File: src/logic/estb_pkg.sv
// constants and types shared by the stop, brake and relay interlock
package estb_pkg;

    // avalon slave geometry
    localparam int ADDR_W = 4;
    localparam int DATA_W = 32;

    // register byte offsets
    localparam logic [ADDR_W-1:0] OFS_STATUS = 4'h0;
    localparam logic [ADDR_W-1:0] OFS_IRQ_STAT = 4'h4;
    localparam logic [ADDR_W-1:0] OFS_IRQ_MASK = 4'h8;
    localparam logic [ADDR_W-1:0] OFS_CTRL = 4'hC;

    // switch bank bit positions
    localparam int SW_W = 7;
    localparam int SW_RESET = 0;
    localparam int SW_POL = 1;
    localparam int SW_LOGIC = 2;
    localparam int SW_RELAY = 3;
    localparam int SW_INNER = 4;
    localparam int SW_OUTER = 5;
    localparam int SW_UV = 6;

    // positions of the pin inputs in the synchroniser vector
    localparam int IN_INNER = 7;
    localparam int IN_OUTER = 8;
    localparam int IN_RESET = 9;
    localparam int IN_BRK1 = 10;
    localparam int IN_BRK2 = 11;
    localparam int IN_RELAY = 12;
    localparam int IN_UV = 13;
    localparam int IN_W = 14;

    // interrupt status and mask layout
    localparam int IRQ_W = 3;
    localparam int IRQ_STOP = 0;
    localparam int IRQ_UV = 1;
    localparam int IRQ_POWER = 2;

    // status register field positions
    localparam int ST_POWER = 0;
    localparam int ST_STOP = 1;
    localparam int ST_UV = 2;
    localparam int ST_BRK1 = 3;
    localparam int ST_BRK2 = 4;
    localparam int ST_RELAY = 5;
    localparam int ST_SW_LSB = 8;

    // control register fields
    localparam int CTRL_SOFT_STOP = 0;

    // reset values
    localparam logic [IRQ_W-1:0] IRQ_MASK_RST = 3'h0;
    localparam logic [IN_W-1:0] SYNC_RST = 14'h0000;

    typedef enum logic [1:0] {
        PWR_OFF = 2'b01,
        PWR_ON = 2'b10
    } estb_pwr_e;

endpackage

File: src/logic/estb_sync_if.sv
// raw pin levels in, qualified levels out, between top and synchroniser
`timescale 1ns/1ps
interface estb_sync_if #(parameter int W = 14);
    logic [W-1:0] raw;
    logic [W-1:0] clean;
    modport owner (output raw, input clean);
    modport filt (input raw, output clean);
endinterface

File: src/logic/estb_sync.sv
// three-stage pin synchroniser with agreement qualifier
`timescale 1ns/1ps
module estb_sync
    import estb_pkg::*;
#(
    parameter int W = 14
)(
    input wire logic ref_clk,
    input wire logic resetn,
    input wire logic clk_en,
    estb_sync_if.filt pins
);
    typedef struct packed {
        logic [W-1:0] s1;
        logic [W-1:0] s2;
        logic [W-1:0] s3;
        logic [W-1:0] clean;
    } estb_sync_s;

    estb_sync_s state_ff;
    estb_sync_s nxt_state;

    ////////////////////////////////////////////////////////////////////////
    always_comb
    begin
        nxt_state = state_ff;
        if (clk_en)
        begin
            nxt_state.s1 = pins.raw;
            nxt_state.s2 = state_ff.s1;
            nxt_state.s3 = state_ff.s2;
            // only bits where stage two and three agree may change
            nxt_state.clean = (state_ff.s2 & ~(state_ff.s2 ^ state_ff.s3))
                | (state_ff.clean & (state_ff.s2 ^ state_ff.s3));
        end
    end

    always_ff @(posedge ref_clk or negedge resetn)
    begin
        if (!resetn)
            state_ff <= '0;
        else
            state_ff <= nxt_state;
    end

    assign pins.clean = state_ff.clean;

endmodule // estb_sync

File: src/logic/estb_top.sv
// stop loop, motor power, brake and relay interlock with avalon registers
//
// What this block does
// - reset mode on: power returns only after reset pulse with loops clear
// - each brake output active when its request is at the chosen level
// - logic output follows motor power when enabled, otherwise false
// - relay mode on: relay contact open while a stop event is active
// - inner loop enabled: it must be closed for the stop to clear
// - outer loop enabled: it must be closed for the stop to clear
// - under-voltage is flagged and reported only when monitoring enabled
// - relay contact follows its dedicated control input as well
`timescale 1ns/1ps
module estb_top (
    input wire logic ref_clk,
    input wire logic resetn,
    input wire logic clk_en,
    input wire logic [estb_pkg::ADDR_W-1:0] avs_address,
    input wire logic avs_read,
    input wire logic avs_write,
    input wire logic [estb_pkg::DATA_W-1:0] avs_writedata,
    input wire logic [3:0] avs_byteenable,
    output logic [estb_pkg::DATA_W-1:0] avs_readdata,
    output logic avs_waitrequest,
    input wire logic [estb_pkg::SW_W-1:0] config_switch_bank,
    input wire logic inner_stop_loop,
    input wire logic outer_stop_loop,
    input wire logic reset_loop,
    input wire logic brake_one_request,
    input wire logic brake_two_request,
    input wire logic relay_control,
    input wire logic under_voltage,
    output logic brake_one_output,
    output logic brake_two_output,
    output logic stop_state_logic_output,
    output logic relay_contact_closed,
    output logic under_voltage_flag,
    output logic irq
);
    import estb_pkg::*;

    typedef struct packed {
        estb_pwr_e pwr;
        logic live;
        logic rst_prev;
        logic stop_prev;
        logic uv_prev;
        logic [IRQ_W-1:0] irq_stat;
        logic [IRQ_W-1:0] irq_mask;
        logic soft_stop;
        logic ack;
        logic [DATA_W-1:0] rdata;
        logic logic_out;
        logic relay_closed;
        logic [1:0] brake;
        logic uv_flag;
        logic irq;
    } estb_top_s;

    estb_top_s state_ff;
    estb_top_s nxt_state;

    // a disabled loop counts as closed
    function automatic logic loop_ok(input logic used, input logic closed);
        return !used || closed;
    endfunction

    ////////////////////////////////////////////////////////////////////////
    // pin qualification

    estb_sync_if #(.W(IN_W)) sync_bus ();

    assign sync_bus.raw = {under_voltage, relay_control, brake_two_request,
        brake_one_request, reset_loop, outer_stop_loop, inner_stop_loop,
        config_switch_bank};

    estb_sync #(.W(IN_W)) u_sync (
        .ref_clk(ref_clk),
        .resetn(resetn),
        .clk_en(clk_en),
        .pins(sync_bus.filt)
    );

    logic [IN_W-1:0] q;
    logic [SW_W-1:0] sw;
    logic stop_active;
    logic rst_edge;
    logic uv_now;
    logic bus_req;
    logic wr_go;
    logic rd_go;
    logic pwr_up;
    logic [IRQ_W-1:0] irq_set;
    logic [IRQ_W-1:0] irq_clr;

    assign q = sync_bus.clean;
    assign sw = q[SW_W-1:0];

    // switches read zero after reset, so both loops count as closed and no stop is active
    assign stop_active = !(loop_ok(sw[SW_INNER], q[IN_INNER])
        && loop_ok(sw[SW_OUTER], q[IN_OUTER]))
        || state_ff.soft_stop;
    // momentary closure counted on its closing edge only
    assign rst_edge = q[IN_RESET] && !state_ff.rst_prev;
    assign uv_now = sw[SW_UV] && q[IN_UV];

    ////////////////////////////////////////////////////////////////////////
    // avalon slave: one wait state, answer on the second edge

    assign bus_req = avs_read || avs_write;
    assign avs_waitrequest = bus_req && !state_ff.ack;
    assign wr_go = avs_write && state_ff.ack && clk_en;
    assign rd_go = avs_read && !state_ff.ack;
    assign avs_readdata = state_ff.rdata;

    // taken from state, so no loop through the next-state copy
    assign pwr_up = state_ff.pwr == PWR_OFF && !stop_active
        && (!sw[SW_RESET] || rst_edge);
    assign irq_set = {pwr_up, uv_now && !state_ff.uv_prev,
        stop_active && !state_ff.stop_prev};
    assign irq_clr = (wr_go && avs_address == OFS_IRQ_STAT
        && avs_byteenable[0]) ? avs_writedata[IRQ_W-1:0] : '0;

    ////////////////////////////////////////////////////////////////////////
    always_comb
    begin
        nxt_state = state_ff;
        if (clk_en)
        begin
            nxt_state.live = 1'b1;
            nxt_state.rst_prev = q[IN_RESET];
            nxt_state.stop_prev = stop_active;
            nxt_state.uv_prev = uv_now;
            nxt_state.ack = bus_req && !state_ff.ack;

            // motor power sequencing
            case (state_ff.pwr)
                PWR_OFF:
                begin
                    if (!stop_active && !sw[SW_RESET])
                        nxt_state.pwr = PWR_ON;
                    else if (!stop_active && rst_edge)
                        nxt_state.pwr = PWR_ON;
                end
                PWR_ON:
                begin
                    if (stop_active)
                        nxt_state.pwr = PWR_OFF;
                end
                default:
                    nxt_state.pwr = PWR_OFF;
            endcase

            // outputs
            nxt_state.logic_out = sw[SW_LOGIC]
                && nxt_state.pwr == PWR_ON;
            nxt_state.relay_closed = q[IN_RELAY]
                && !(sw[SW_RELAY] && stop_active);
            // requests come in separately per brake
            nxt_state.brake[0] = sw[SW_POL] ? q[IN_BRK1] : !q[IN_BRK1];
            nxt_state.brake[1] = sw[SW_POL] ? q[IN_BRK2] : !q[IN_BRK2];
            nxt_state.uv_flag = uv_now;

            // set wins over a clear in the same cycle
            nxt_state.irq_stat = (state_ff.irq_stat & ~irq_clr) | irq_set;

            if (wr_go && avs_byteenable[0])
            begin
                case (avs_address)
                    OFS_IRQ_MASK:
                        nxt_state.irq_mask = avs_writedata[IRQ_W-1:0];
                    OFS_CTRL:
                        nxt_state.soft_stop = avs_writedata[CTRL_SOFT_STOP];
                    default:
                        nxt_state.soft_stop = state_ff.soft_stop;
                endcase
            end

            if (rd_go)
            begin
                case (avs_address)
                    OFS_STATUS:
                    begin
                        nxt_state.rdata = '0;
                        nxt_state.rdata[ST_POWER] = state_ff.pwr == PWR_ON;
                        nxt_state.rdata[ST_STOP] = stop_active;
                        nxt_state.rdata[ST_UV] = state_ff.uv_flag;
                        nxt_state.rdata[ST_BRK1] = state_ff.brake[0];
                        nxt_state.rdata[ST_BRK2] = state_ff.brake[1];
                        nxt_state.rdata[ST_RELAY] = state_ff.relay_closed;
                        nxt_state.rdata[ST_SW_LSB +: SW_W] = sw;
                    end
                    OFS_IRQ_STAT:
                        nxt_state.rdata = {{(DATA_W-IRQ_W){1'b0}},
                            state_ff.irq_stat};
                    OFS_IRQ_MASK:
                        nxt_state.rdata = {{(DATA_W-IRQ_W){1'b0}},
                            state_ff.irq_mask};
                    OFS_CTRL:
                        nxt_state.rdata = {{(DATA_W-1){1'b0}},
                            state_ff.soft_stop};
                    default:
                        nxt_state.rdata = '0;
                endcase
            end

            // level output, stays high until cleared or masked
            nxt_state.irq = |(nxt_state.irq_stat & nxt_state.irq_mask);
        end
    end

    always_ff @(posedge ref_clk or negedge resetn)
    begin
        if (!resetn)
        begin
            state_ff <= '0;
            state_ff.pwr <= PWR_OFF;
            state_ff.irq_mask <= IRQ_MASK_RST;
        end
        else
        begin
            state_ff <= nxt_state;
        end
    end

    assign brake_one_output = state_ff.brake[0];
    assign brake_two_output = state_ff.brake[1];
    assign stop_state_logic_output = state_ff.logic_out;
    assign relay_contact_closed = state_ff.relay_closed;
    assign under_voltage_flag = state_ff.uv_flag;
    assign irq = state_ff.irq;
endmodule // estb_top
File: config.mk
export PLATFORM = sky130hd
export DESIGN_NAME = estb_top
export DESIGN_NICKNAME = d
export VERILOG_FILES = /design/src/logic/estb_pkg.sv /design/src/logic/estb_sync_if.sv /design/src/logic/estb_sync.sv /design/src/logic/estb_top.sv
export SDC_FILE = /design/constraint.sdc
export NUM_CORES = 1
export LEC_CHECK = 0
export BUFFER_PORTS_ARGS = -buffer_cell sky130_fd_sc_hd__buf_2
export CORE_UTILIZATION = 34
export CTS_CLUSTER_SIZE = 28
export DETAILED_ROUTE_END_ITERATION = 8
export RECOVER_POWER = 50
export SYNTH_ARGS = -nofsm -noshare
export SYNTH_HDL_FRONTEND = slang
export SYNTH_SLANG_ARGS = --single-unit
File: constraint.sdc
create_clock -name ref_clk -period 4.45 [get_ports ref_clk]
set_clock_uncertainty 0.05 [all_clocks]
set_input_delay 0.89 -clock ref_clk [delete_from_list [all_inputs] [get_ports ref_clk]]
set_output_delay 0.89 -clock ref_clk [all_outputs]
set_load 0.1 [all_outputs]
==> results.md, run 1 <==
* Mux share of post-synthesis cell area at 11.4%
* Die area at 0.0120 mm^2
* YS warnings at 0
* Final hold vios at 0
* Wire per inst at 14.0 um
* IO Port Bufs at 46
* CP top delay family: simple AND/OR/NAND/NOR gates
* Critical Path Start: clk_en
* Synthesized instance count at 341
* Largest net degree at the start of global routing at 88
* Max VDD drop at 0.000305 V
* Post-Layout Cell Count at 515
* CTS Buffer Depth at 2
* Buf+Inv Stages, Crit Path at 1
* Ant. Diodes at 0
* Maximum Capacitance Violations at 1
* Avg Cell Area, Syn at 11.5 um^2
* Max Clk Rate at 315 MHz
* PostCTS Resize Cnt at 0
* Leakage at 2.02 nW
* Nets at 431
* Initial antenna violation count at 0
* Area share of xor/xnor cells in the synthesized design at 0.446%
* CP max FO at 22
* H-tree depth at 3
* Dpl hpwl at 4900 um
* Rows at 38
* GR Util met2 at 20.3%
* Failing checks: capacitance limit, slew limit
* Critical Path RT at 4670 ps
* # setup viols final at 0
* Die width at 109 um
* Critical path's slowest cell: clkbuf_1
* Status: complete, but fails checks
* Postcts setup bufs at 0
* Fin worst setup slack at 1280 ps
* Vias in the first global route at 2392
* Post-route DRC at 0
* CTS sink count at 87
* Vias per inst at 4.85
* Initial Utilization at 35.6%
* Pre-antenna DRT Iters at 4
* PD cells at 598 mW/mm^2
* Unique masters post-synth at 47
* Core Footprint at 0.0110 mm^2
* Slowest Stage Delay on Critical Path at 770 ps
* GR Layer Usage met1 at 18.6%
* Layout cell share with drive strength beyond 1 at 29.9%
* Synth Area in Simple Gates at 7.64%
* Startpoint types: primary input
* Setup crit end kind: register
* Crit path cell chain: clkbuf_1, nand3b_1, nor4_4, a22o_2
* Grt peak-use layer: met2
* Num CTS Buffers at 9
* Routed wire length at 7190 um
* Slew @ Worst Pin at 2150 ps
* Final Cycle Share at 71.3%
* Synthesized area at 0.00393 mm^2
* Unrepaired setup endpoints after global routing: no
* Setup CP Type: primary input to register
* Global Route met3 Usage at 3.56%
* Overall routing resource usage at 13.4%
* Slew margin rel. at -43.4%
* Ports at 98
* Synthesis-stage register bit count at 87
* DP Worst Slack at 1450 ps
* Largest family of logic cells by synthesized area: compound AO/OA/AOI/OAI gates
* Post-synthesis adder-cell area fraction at 0.637%
* CTS clk-pin slew, worst paths at 60 ps
* Min-delay src: avs_readdata[2]$_DFFE_PN0P_
* Grt ovf at 0
* RD Place Congestion at 0.738
* Sum Neg Setup Slack at 0 ps
* R2r startpoint: state_ff[38]$_DFFE_PN0P_
* Fin crit period at 3170 ps
* P&R area growth vs syn at 11.8%
* Hold Slack at 435 ps
* CTS tree: done
* Synth Area in Compound Gates at 14.5%
* Root Buffer: clkbuf_16
* First-pass GRT wire length at 12100 um
* HP Class: register to register
* DR vias at 2498
* Hold_buf cts at 0
* Seq/Total Area, Yosys at 55.4%
* Antenna Nets Post-Route at 0
* Clk Latency, worst-skew pair at 330 ps
* Placed cells at 499
* Total power at 0.00263 W
* Die Span Y at 109 um
* Crit path DAT at 3390 ps
* Initial DRC count at 118
* Slew Limit Fails at 88
[kinds of logic after synthesis]
family / count (synthesis)
AO/OA/AOI/OAI: 91
XOR/XNOR: 2
adder cells (fa/ha/maj): 2
buffers and inverters: 67
flip-flops: 87
multiplexers: 39
other: 1
AND/OR/NAND/NOR: 52
[area by class of cell]
| cell class | instances | area, um^2 |
|---|---|---|
| Fill cell | 1074 | 6640 |
| Sequential cell | 87 | 2180 |
| Multi-Input combinational cell | 205 | 1430 |
| Timing Repair Buffer | 47 | 236 |
| Clock buffer | 9 | 225 |
| Tap cell | 140 | 175 |
| Inverter | 20 | 75.1 |
| Clock inverter | 7 | 72.6 |
[Yosys cell counts, drive strengths merged]
master | number | area, um^2
a311oi | 1 | 8.76
and2 | 2 | 15.0
dfrtp | 86 | 2150
ha | 2 | 25.0
mux2 | 36 | 405
buf | 41 | 288
or2 | 3 | 18.8
nand4bb | 1 | 11.3
mux2i | 2 | 20.0
a21oi | 17 | 85.1
a2bb2oi | 1 | 8.76
nand2b | 1 | 6.26
conb | 1 | 3.75
nand2 | 20 | 75.1
mux4 | 1 | 22.5
a31oi | 2 | 12.5
nand3b | 2 | 15.0
o31ai | 2 | 15.0
inv | 20 | 75.1
o41ai | 1 | 8.76
dfstp | 1 | 26.3
nor2b | 3 | 33.8
a22o | 12 | 106
nor4 | 1 | 21.3
a21o | 2 | 15.0
xnor2 | 2 | 17.5
a21boi | 1 | 7.51
clkbuf | 6 | 22.5
nor2 | 8 | 30.0
a32o | 1 | 11.3
or3 | 1 | 11.3
nor3 | 3 | 25.0
and3 | 1 | 6.26
nand4 | 1 | 6.26
nand3 | 5 | 25.0
o21ai | 48 | 240
a2111oi | 2 | 42.5
a32oi | 1 | 8.76
[metal layers]
layer  up-vias  part of all wire, %
li1       1196                    -
met1      1224                   50
met2        72                   44
met3         6                  5.1
met4         0                 0.85
met5         -                    0
[worst reg2reg max path: cells and delay by family, from the launching register on]
kind / cells / cell delay [ps]
AO/OA/AOI/OAI: 1 / 240
AND/OR/NAND/NOR: 2 / 1350
flip-flops: 1 / 410
[cell usage in the layout (no fill, tap or decap), types with 5 or more instances in the layout]
master / instances
mux2_2: 36
nor2_1: 8
o21ai_0: 48
dfrtp_1: 86
a22o_1: 11
clkbuf_16: 9
buf_2: 44
conb_1: 19
inv_1: 20
a21oi_1: 17
nand2_1: 20
nand3_1: 5
[worst paths after layout]
path | end | slack (ps) | cells after the start
setup / recovery | avs_readdata[13]$_DFFE_PN0P_ | 1280 | 4
hold / removal | avs_readdata[2]$_DFFE_PN0P_ | 430 | 2
setup reg to reg | avs_readdata[13]$_DFFE_PN0P_ | 2340 | 3
hold reg to reg | avs_readdata[2]$_DFFE_PN0P_ | 430 | 2
max in group asynchronous | avs_readdata[13]$_DFFE_PN0P_ | 1960 | 1
min in group asynchronous | u_sync.state_ff[51]$_DFFE_PN0P_ | 1120 | 1
[report_power, final]
part / switching (W) / total (W) / internal, W
Combinational: 0.000544 / 0.000780 / 0.000235
Sequential: 0.000149 / 0.00111 / 0.000958
Clock: 0.000304 / 0.000739 / 0.000435
[per-stage QoR]
step,instance area (um^2),util (%)
floorplan,4000,-
global placement,4100,37.2
detailed placement,4100,37.2
CTS,4400,39.9
global route,4390,39.8
finish,4390,39.8
(Power assumes the default switching activity.)
==> run 2: changes to the inputs <==
clock period = 3.09 ns   (was 4.45 ns; I/O delays follow)
==> run 2 against run 1 <==
  * The run now ends clean
  * Die area unchanged
  * Critical path type unchanged
  * Global-route usage down 0.24 points
  * Sequential power up 43%
  * First-iteration DRC count up 19%
  * Via count up 0.92%
  * Clock-buffer cell count unchanged
  * Flip-flop and latch count unchanged
  * Routed wire length down 1.4%
  * Register-to-register slack worse by 1000 ps
  * Core utilization up 0.51 points
  * Final cell count up 0.58%
  * Hold slack worse by 140 ps
==> results.md, run 2 (same netlist as run 1, synthesis figures left out) <==
* Combinational share of power at 29.6%
* Setup CP Type: primary input to register
* Antenna Nets Post-Route at 0
* Total power at 0.00381 W
* CTS Buffer Depth at 2
* Overall routing resource usage at 13.1%
* R2r setup slk at 1290 ps
* Leakage at 2.05 nW
* Grt ovf at 0
* Max Clk Rate at 485 MHz
* HP Class: primary input to asynchronous set/reset pin
* H-tree depth at 3
* Unrepaired setup endpoints after global routing: no
* P&R area growth vs syn at 13.2%
* Sum Neg Setup Slack at 0 ps
* Status: finished clean
* RD Place Congestion at 0.746
* Most frequent cells in the layout: dfrtp_1 (86), o21ai_0 (48), buf_2 (44), mux2_2 (36)
* Routed wire length at 7080 um
* Net switching power at 0.00145 W
* Num CTS Buffers at 9
* Fill cells at 1069
* # setup viols final at 0
* Reg2reg path depth at 5
* DR vias at 2521
* PD cells at 856 mW/mm^2
* Max VDD drop at 0.000443 V
* Critical Path RT at 3310 ps
* Ports at 98
* Slew Limit Fails at 0
* Clk Latency, worst-skew pair at 340 ps
* Initial DRC count at 141
* Multi-input gate area at 0.00143 mm^2
* Final Cycle Share at 66.8%
* Final hold vios at 0
* Initial antenna violation count at 0
* Pre-antenna DRT Iters at 6
* Clock network power share at 28.5%
* Critical Path Start: clk_en
* Crit Reg-Reg Endpoint: stop_state_logic_output$_DFFE_PN0P_
* CP max FO at 90
* Core Footprint at 0.0110 mm^2
* Vias in the first global route at 2355
* Root Buffer: clkbuf_16
* Hold_buf cts at 0
* Die width at 109 um
* Register area at 0.00218 mm^2
* Most common cell after layout, fill and taps aside: dfrtp_1
* Internal at 0.00236 W
* Post-route DRC at 0
* Ant. Diodes at 0
* Vias per inst at 4.87
* PostCTS Resize Cnt at 0
* IO Port Bufs at 46
* Initial Utilization at 35.6%
* Fin crit period at 2060 ps
* First-pass GRT wire length at 11800 um
* Nets at 434
* Die area at 0.0120 mm^2
* Slew margin rel. at 57.4%
* Slew @ Worst Pin at 635 ps
* Largest net degree at the start of global routing at 91
* Crit path DAT at 2290 ps
* Setup crit end: avs_readdata[13]$_DFFE_PN0P_
* CTS sink count at 87
* Sequential Power Share at 41.8%
* CTS clk-pin slew, worst paths at 70 ps
* Startpoint types: primary input
* Layout cell share with drive strength beyond 1 at 30.4%
* Finished Core Util at 40.3%
* CTS tree: done
* Rows at 38
* Die Span Y at 109 um
* Dpl hpwl at 4870 um
* Switching Fraction at 38.1%
* Post-Layout Cell Count at 518
* Setup crit end kind: register
* Placed cells at 502
* Wire per inst at 13.7 um
* Postcts setup bufs at 0
* Maximum Capacitance Violations at 0
[run 2: cell types whose count changed in the layout (fill, tap and decap cells not counted), sizes merged]
cell      before  now
buf           45   48
clkinv         3    2
inv           21   23
clkinvlp       2    1
[run 2: critical path, stage by stage]
cell and delay, ps:
clkbuf_1 150, buf_12 340, nand3b_1 140, buf_4 220
nor4_4 560, a22o_2 240
[run 2: through the flow]
step	setup slack [ps]	hold slack (ps)	cell area, um^2
final	1030	299	4450
after global routing	853	335	4450
after CTS	1050	275	4450
after detailed placement	721	424	4150
after global placement	779	414	4150
after floorplan	495	272	4000
[run 2: cell type report]
| type | count | area share, % |
|---|---|---|
| Clock buffer | 9 | 5.06 |
| Inverter | 20 | 1.69 |
| Sequential cell | 87 | 49.0 |
| Multi-Input combinational cell | 205 | 32.2 |
| Tap cell | 140 | 3.94 |
| Clock inverter | 7 | 1.74 |
| Timing Repair Buffer | 50 | 6.36 |
[run 2: metal layers]
metal,vias to the layer above,part of all wire (%),track usage [%]
li1,1210,-,-
met1,1223,49,18.3
met2,78,44,19.4
met3,10,5.5,3.56
met4,0,1.6,5.24
met5,-,0,0
[run 2: how the worst min path moves through the flow]
stage | start | endpoint | slack, ps | cells past startpoint
final | resetn | u_sync.state_ff[51]$_DFFE_PN0P_ | 300 | 2
after global routing | resetn | u_sync.state_ff[37]$_DFFE_PN0P_ | 340 | 2
after CTS | resetn | u_sync.state_ff[40]$_DFFE_PN0P_ | 280 | 2
after detailed placement | state_ff[47]$_DFFE_PN0P_ | state_ff[43]$_DFFE_PN0P_ | 420 | 1
after global placement | state_ff[47]$_DFFE_PN0P_ | state_ff[43]$_DFFE_PN0P_ | 410 | 1
after floorplan | resetn | asynchronous set/reset pin | 270 | 0
[run 2: power by group through the flow]
stage	logic, W	registers (W)	clock network, W
after floorplan	0.000771	0.00177	0
after global placement	0.00111	0.00161	0
after detailed placement	0.00114	0.00162	0
after CTS	0.00114	0.00160	0.00112
after global routing	0.00122	0.00163	0.00116
final	0.00113	0.00159	0.00109
==> run 3: changes to the inputs <==
ABC_AREA = 1   (was unset)
clock period = 2 ns   (was 3.09 ns; I/O delays follow)
==> run 3 against run 2 <==
  * Die area is 1.7% higher
  * Clock-buffer cell count did not move
  * Non-clock buffer count increased by 2
  * Hold slack got worse by 84 ps
  * Largest power group unchanged
  * Highest routed layer unchanged
  * Total power grew 25%
  * Worst setup slack worse by 790 ps
==> results.md, run 3 <==
* Max VDD drop at 0.000404 V
* Fin crit period at 1770 ps
* Ports at 98
* Maximum Capacitance Violations at 0
* # setup viols final at 0
* Overall routing resource usage at 13.4%
* RD Place Congestion at 0.766
* Hold_buf cts at 1
* Hold Path Stages at 3
* Final hold vios at 0
* CTS clk-pin slew, worst paths at 70 ps
* IO Port Bufs at 46
* R2r startpoint: state_ff[38]$_DFFE_PN0P_
* Most frequent cells after synthesis: nand2_1 (135), dfrtp_1 (86), o21ai_0 (56), inv_1 (37), buf_4 (36)
* Slew Limit Fails at 0
* Synth Area in Compound Gates at 11.7%
* Post-synthesis adder-cell area fraction at 0.626%
* Clk Latency, worst-skew pair at 340 ps
* Leakage at 2.28 nW
* CP max FO at 3
* Area share of xor/xnor cells in the synthesized design at 0.438%
* Ant. Diodes at 0
* Dpl hpwl at 5210 um
* Unique masters post-synth at 29
* Initial DRC count at 158
* Placed cells at 619
* Max Clk Rate at 566 MHz
* PostCTS Resize Cnt at 0
* Startpoint types: register
* YS warnings at 0
* Critical Path Start: state_ff[38]$_DFFE_PN0P_
* Layout cell share with drive strength beyond 1 at 16.0%
* CTS Buffer Depth at 2
* Setup CP Type: register to primary output
* H-tree depth at 3
* Crit path DAT at 1320 ps
* Final Cycle Share at 88.3%
* Mux share of post-synthesis cell area at 0%
* Post-route DRC at 0
* Synth top area share at 53.9%
* Slew margin rel. at 41.8%
* Root Buffer: clkbuf_16
* Synthesis-stage register bit count at 87
* Synthesized instance count at 456
* Die Span Y at 110 um
* Total power at 0.00475 W
* Critical Path RT at 1550 ps
* Num CTS Buffers at 9
* Number of flops mapped to enable cells by yosys at 0
* Reg2reg path depth at 9
* Initial antenna violation count at 0
* Top_reg_cell synth: dfrtp_1
* R2r setup slk at 430 ps
* Rows at 39
* Seq/Total Area, Yosys at 54.5%
* Largest net degree at the start of global routing at 77
* HP Class: primary input to register
* Die area at 0.0122 mm^2
* P&R area growth vs syn at 12.0%
* Vias in the first global route at 2752
* Postcts setup bufs at 0
* Vias per inst at 4.58
* Min-delay src: brake_one_request
* Routed wire length at 7700 um
* Grt ovf at 0
* DR vias at 2912
* Status: finished clean
* Hold Path End: u_sync.state_ff[52]$_DFFE_PN0P_
* Antenna Nets Post-Route at 0
* Synth Area in Simple Gates at 20.4%
* Top cells by area, synth: dfrtp_1 (54%), nand2_1 (13%), o21ai_0 (7.0%), buf_4 (6.8%), inv_1 (3.5%)
* Post-Layout Cell Count at 636
* First-pass GRT wire length at 13300 um
* Unrepaired setup endpoints after global routing: no
* Pre-antenna DRT Iters at 5
* Slew @ Worst Pin at 873 ps
* Core Footprint at 0.0114 mm^2
* Nets at 549
* Die width at 110 um
* Avg Cell Area, Syn at 8.76 um^2
* Initial Utilization at 35.0%
* Wire per inst at 12.1 um
* CTS sink count at 87
* CTS tree: done
* Sum Neg Setup Slack at 0 ps
* Crit Reg-Reg Endpoint: irq$_DFFE_PN0P_
* Asr flop ratio synth at 100%
* Synthesized area at 0.00400 mm^2
* Largest family of logic cells by synthesized area: simple AND/OR/NAND/NOR gates
* Setup crit end kind: primary output
* Most frequent cells in the layout: nand2_1 (137), dfrtp_1 (86), o21ai_0 (58), buf_2 (44), inv_1 (38)
* Fill cells at 1177
* Yosys top cell by area: dfrtp_1
* Most frequent cell after synthesis: nand2_1
* Most common cell after layout, fill and taps aside: nand2_1
* PD cells at 1060 mW/mm^2
run 3: cell count changes in the layout (fill, tap and decap cells not counted), moves of 14 or more:
cell,change
a21oi_1,-16
nand2_1,+117
o211ai_1,+14
mux2_2,-36
inv_1,+18
nor2_1,+18
run 3: per-layer routing:
layer / wire (um) / global-route usage [%]
met4: 93 / 3.64
met3: 319 / 3.73
met5: 0 / 0
met1: 3950 / 19.0
met2: 3330 / 20.2
run 3: final cells by class:
class	count	area [um^2]	area share, %
tap	143	179	4.00
sequential	87	2180	48.7
multi-input combinational	298	1380	30.8
inverter	40	150	3.35
clock buffer	9	225	5.03
clock inverter	7	66.3	1.48
timing repair buffer	52	298	6.65
run 3: how the worst max path moves through the flow:
stage,endpoint,slack (ps),cells after the start
floorplan,avs_waitrequest,320,2
global placement,avs_readdata[0]$_DFFE_PN0P_,380,6
detailed placement,avs_readdata[0]$_DFFE_PN0P_,350,6
CTS,avs_waitrequest,230,2
global route,irq$_DFFE_PN0P_,150,6
finish,avs_waitrequest,230,2
run 3: kinds of logic after synthesis:
kind of cell / after synthesis
AND/OR/NAND/NOR: 192
other: 1
adder cells (fa/ha/maj): 2
buffers and inverters: 89
flip-flops: 87
AO/OA/AOI/OAI: 83
XOR/XNOR: 2
run 3: critical path, cell delays in order, from the launching register on:
cell     delay, ps
dfrtp_1        410
nor2_2         140
buf_2          440
run 3: metrics by stage:
stage | cell area (um^2) | hold slack (ps) | worst slack, ps | utilization (%)
after floorplan | 4070 | 54.4 | 322 | -
after global placement | 4220 | 331 | 381 | 36.9
after detailed placement | 4220 | 335 | 352 | 36.9
after CTS | 4520 | 208 | 233 | 39.6
after global routing | 4480 | 222 | 155 | 39.2
final | 4480 | 215 | 235 | 39.2
run 3: report_power, final:
part	internal [W]	switching, W
Sequential	0.00199	0.000168
Combinational	0.000205	0.000780
Clock	0.000872	0.000739
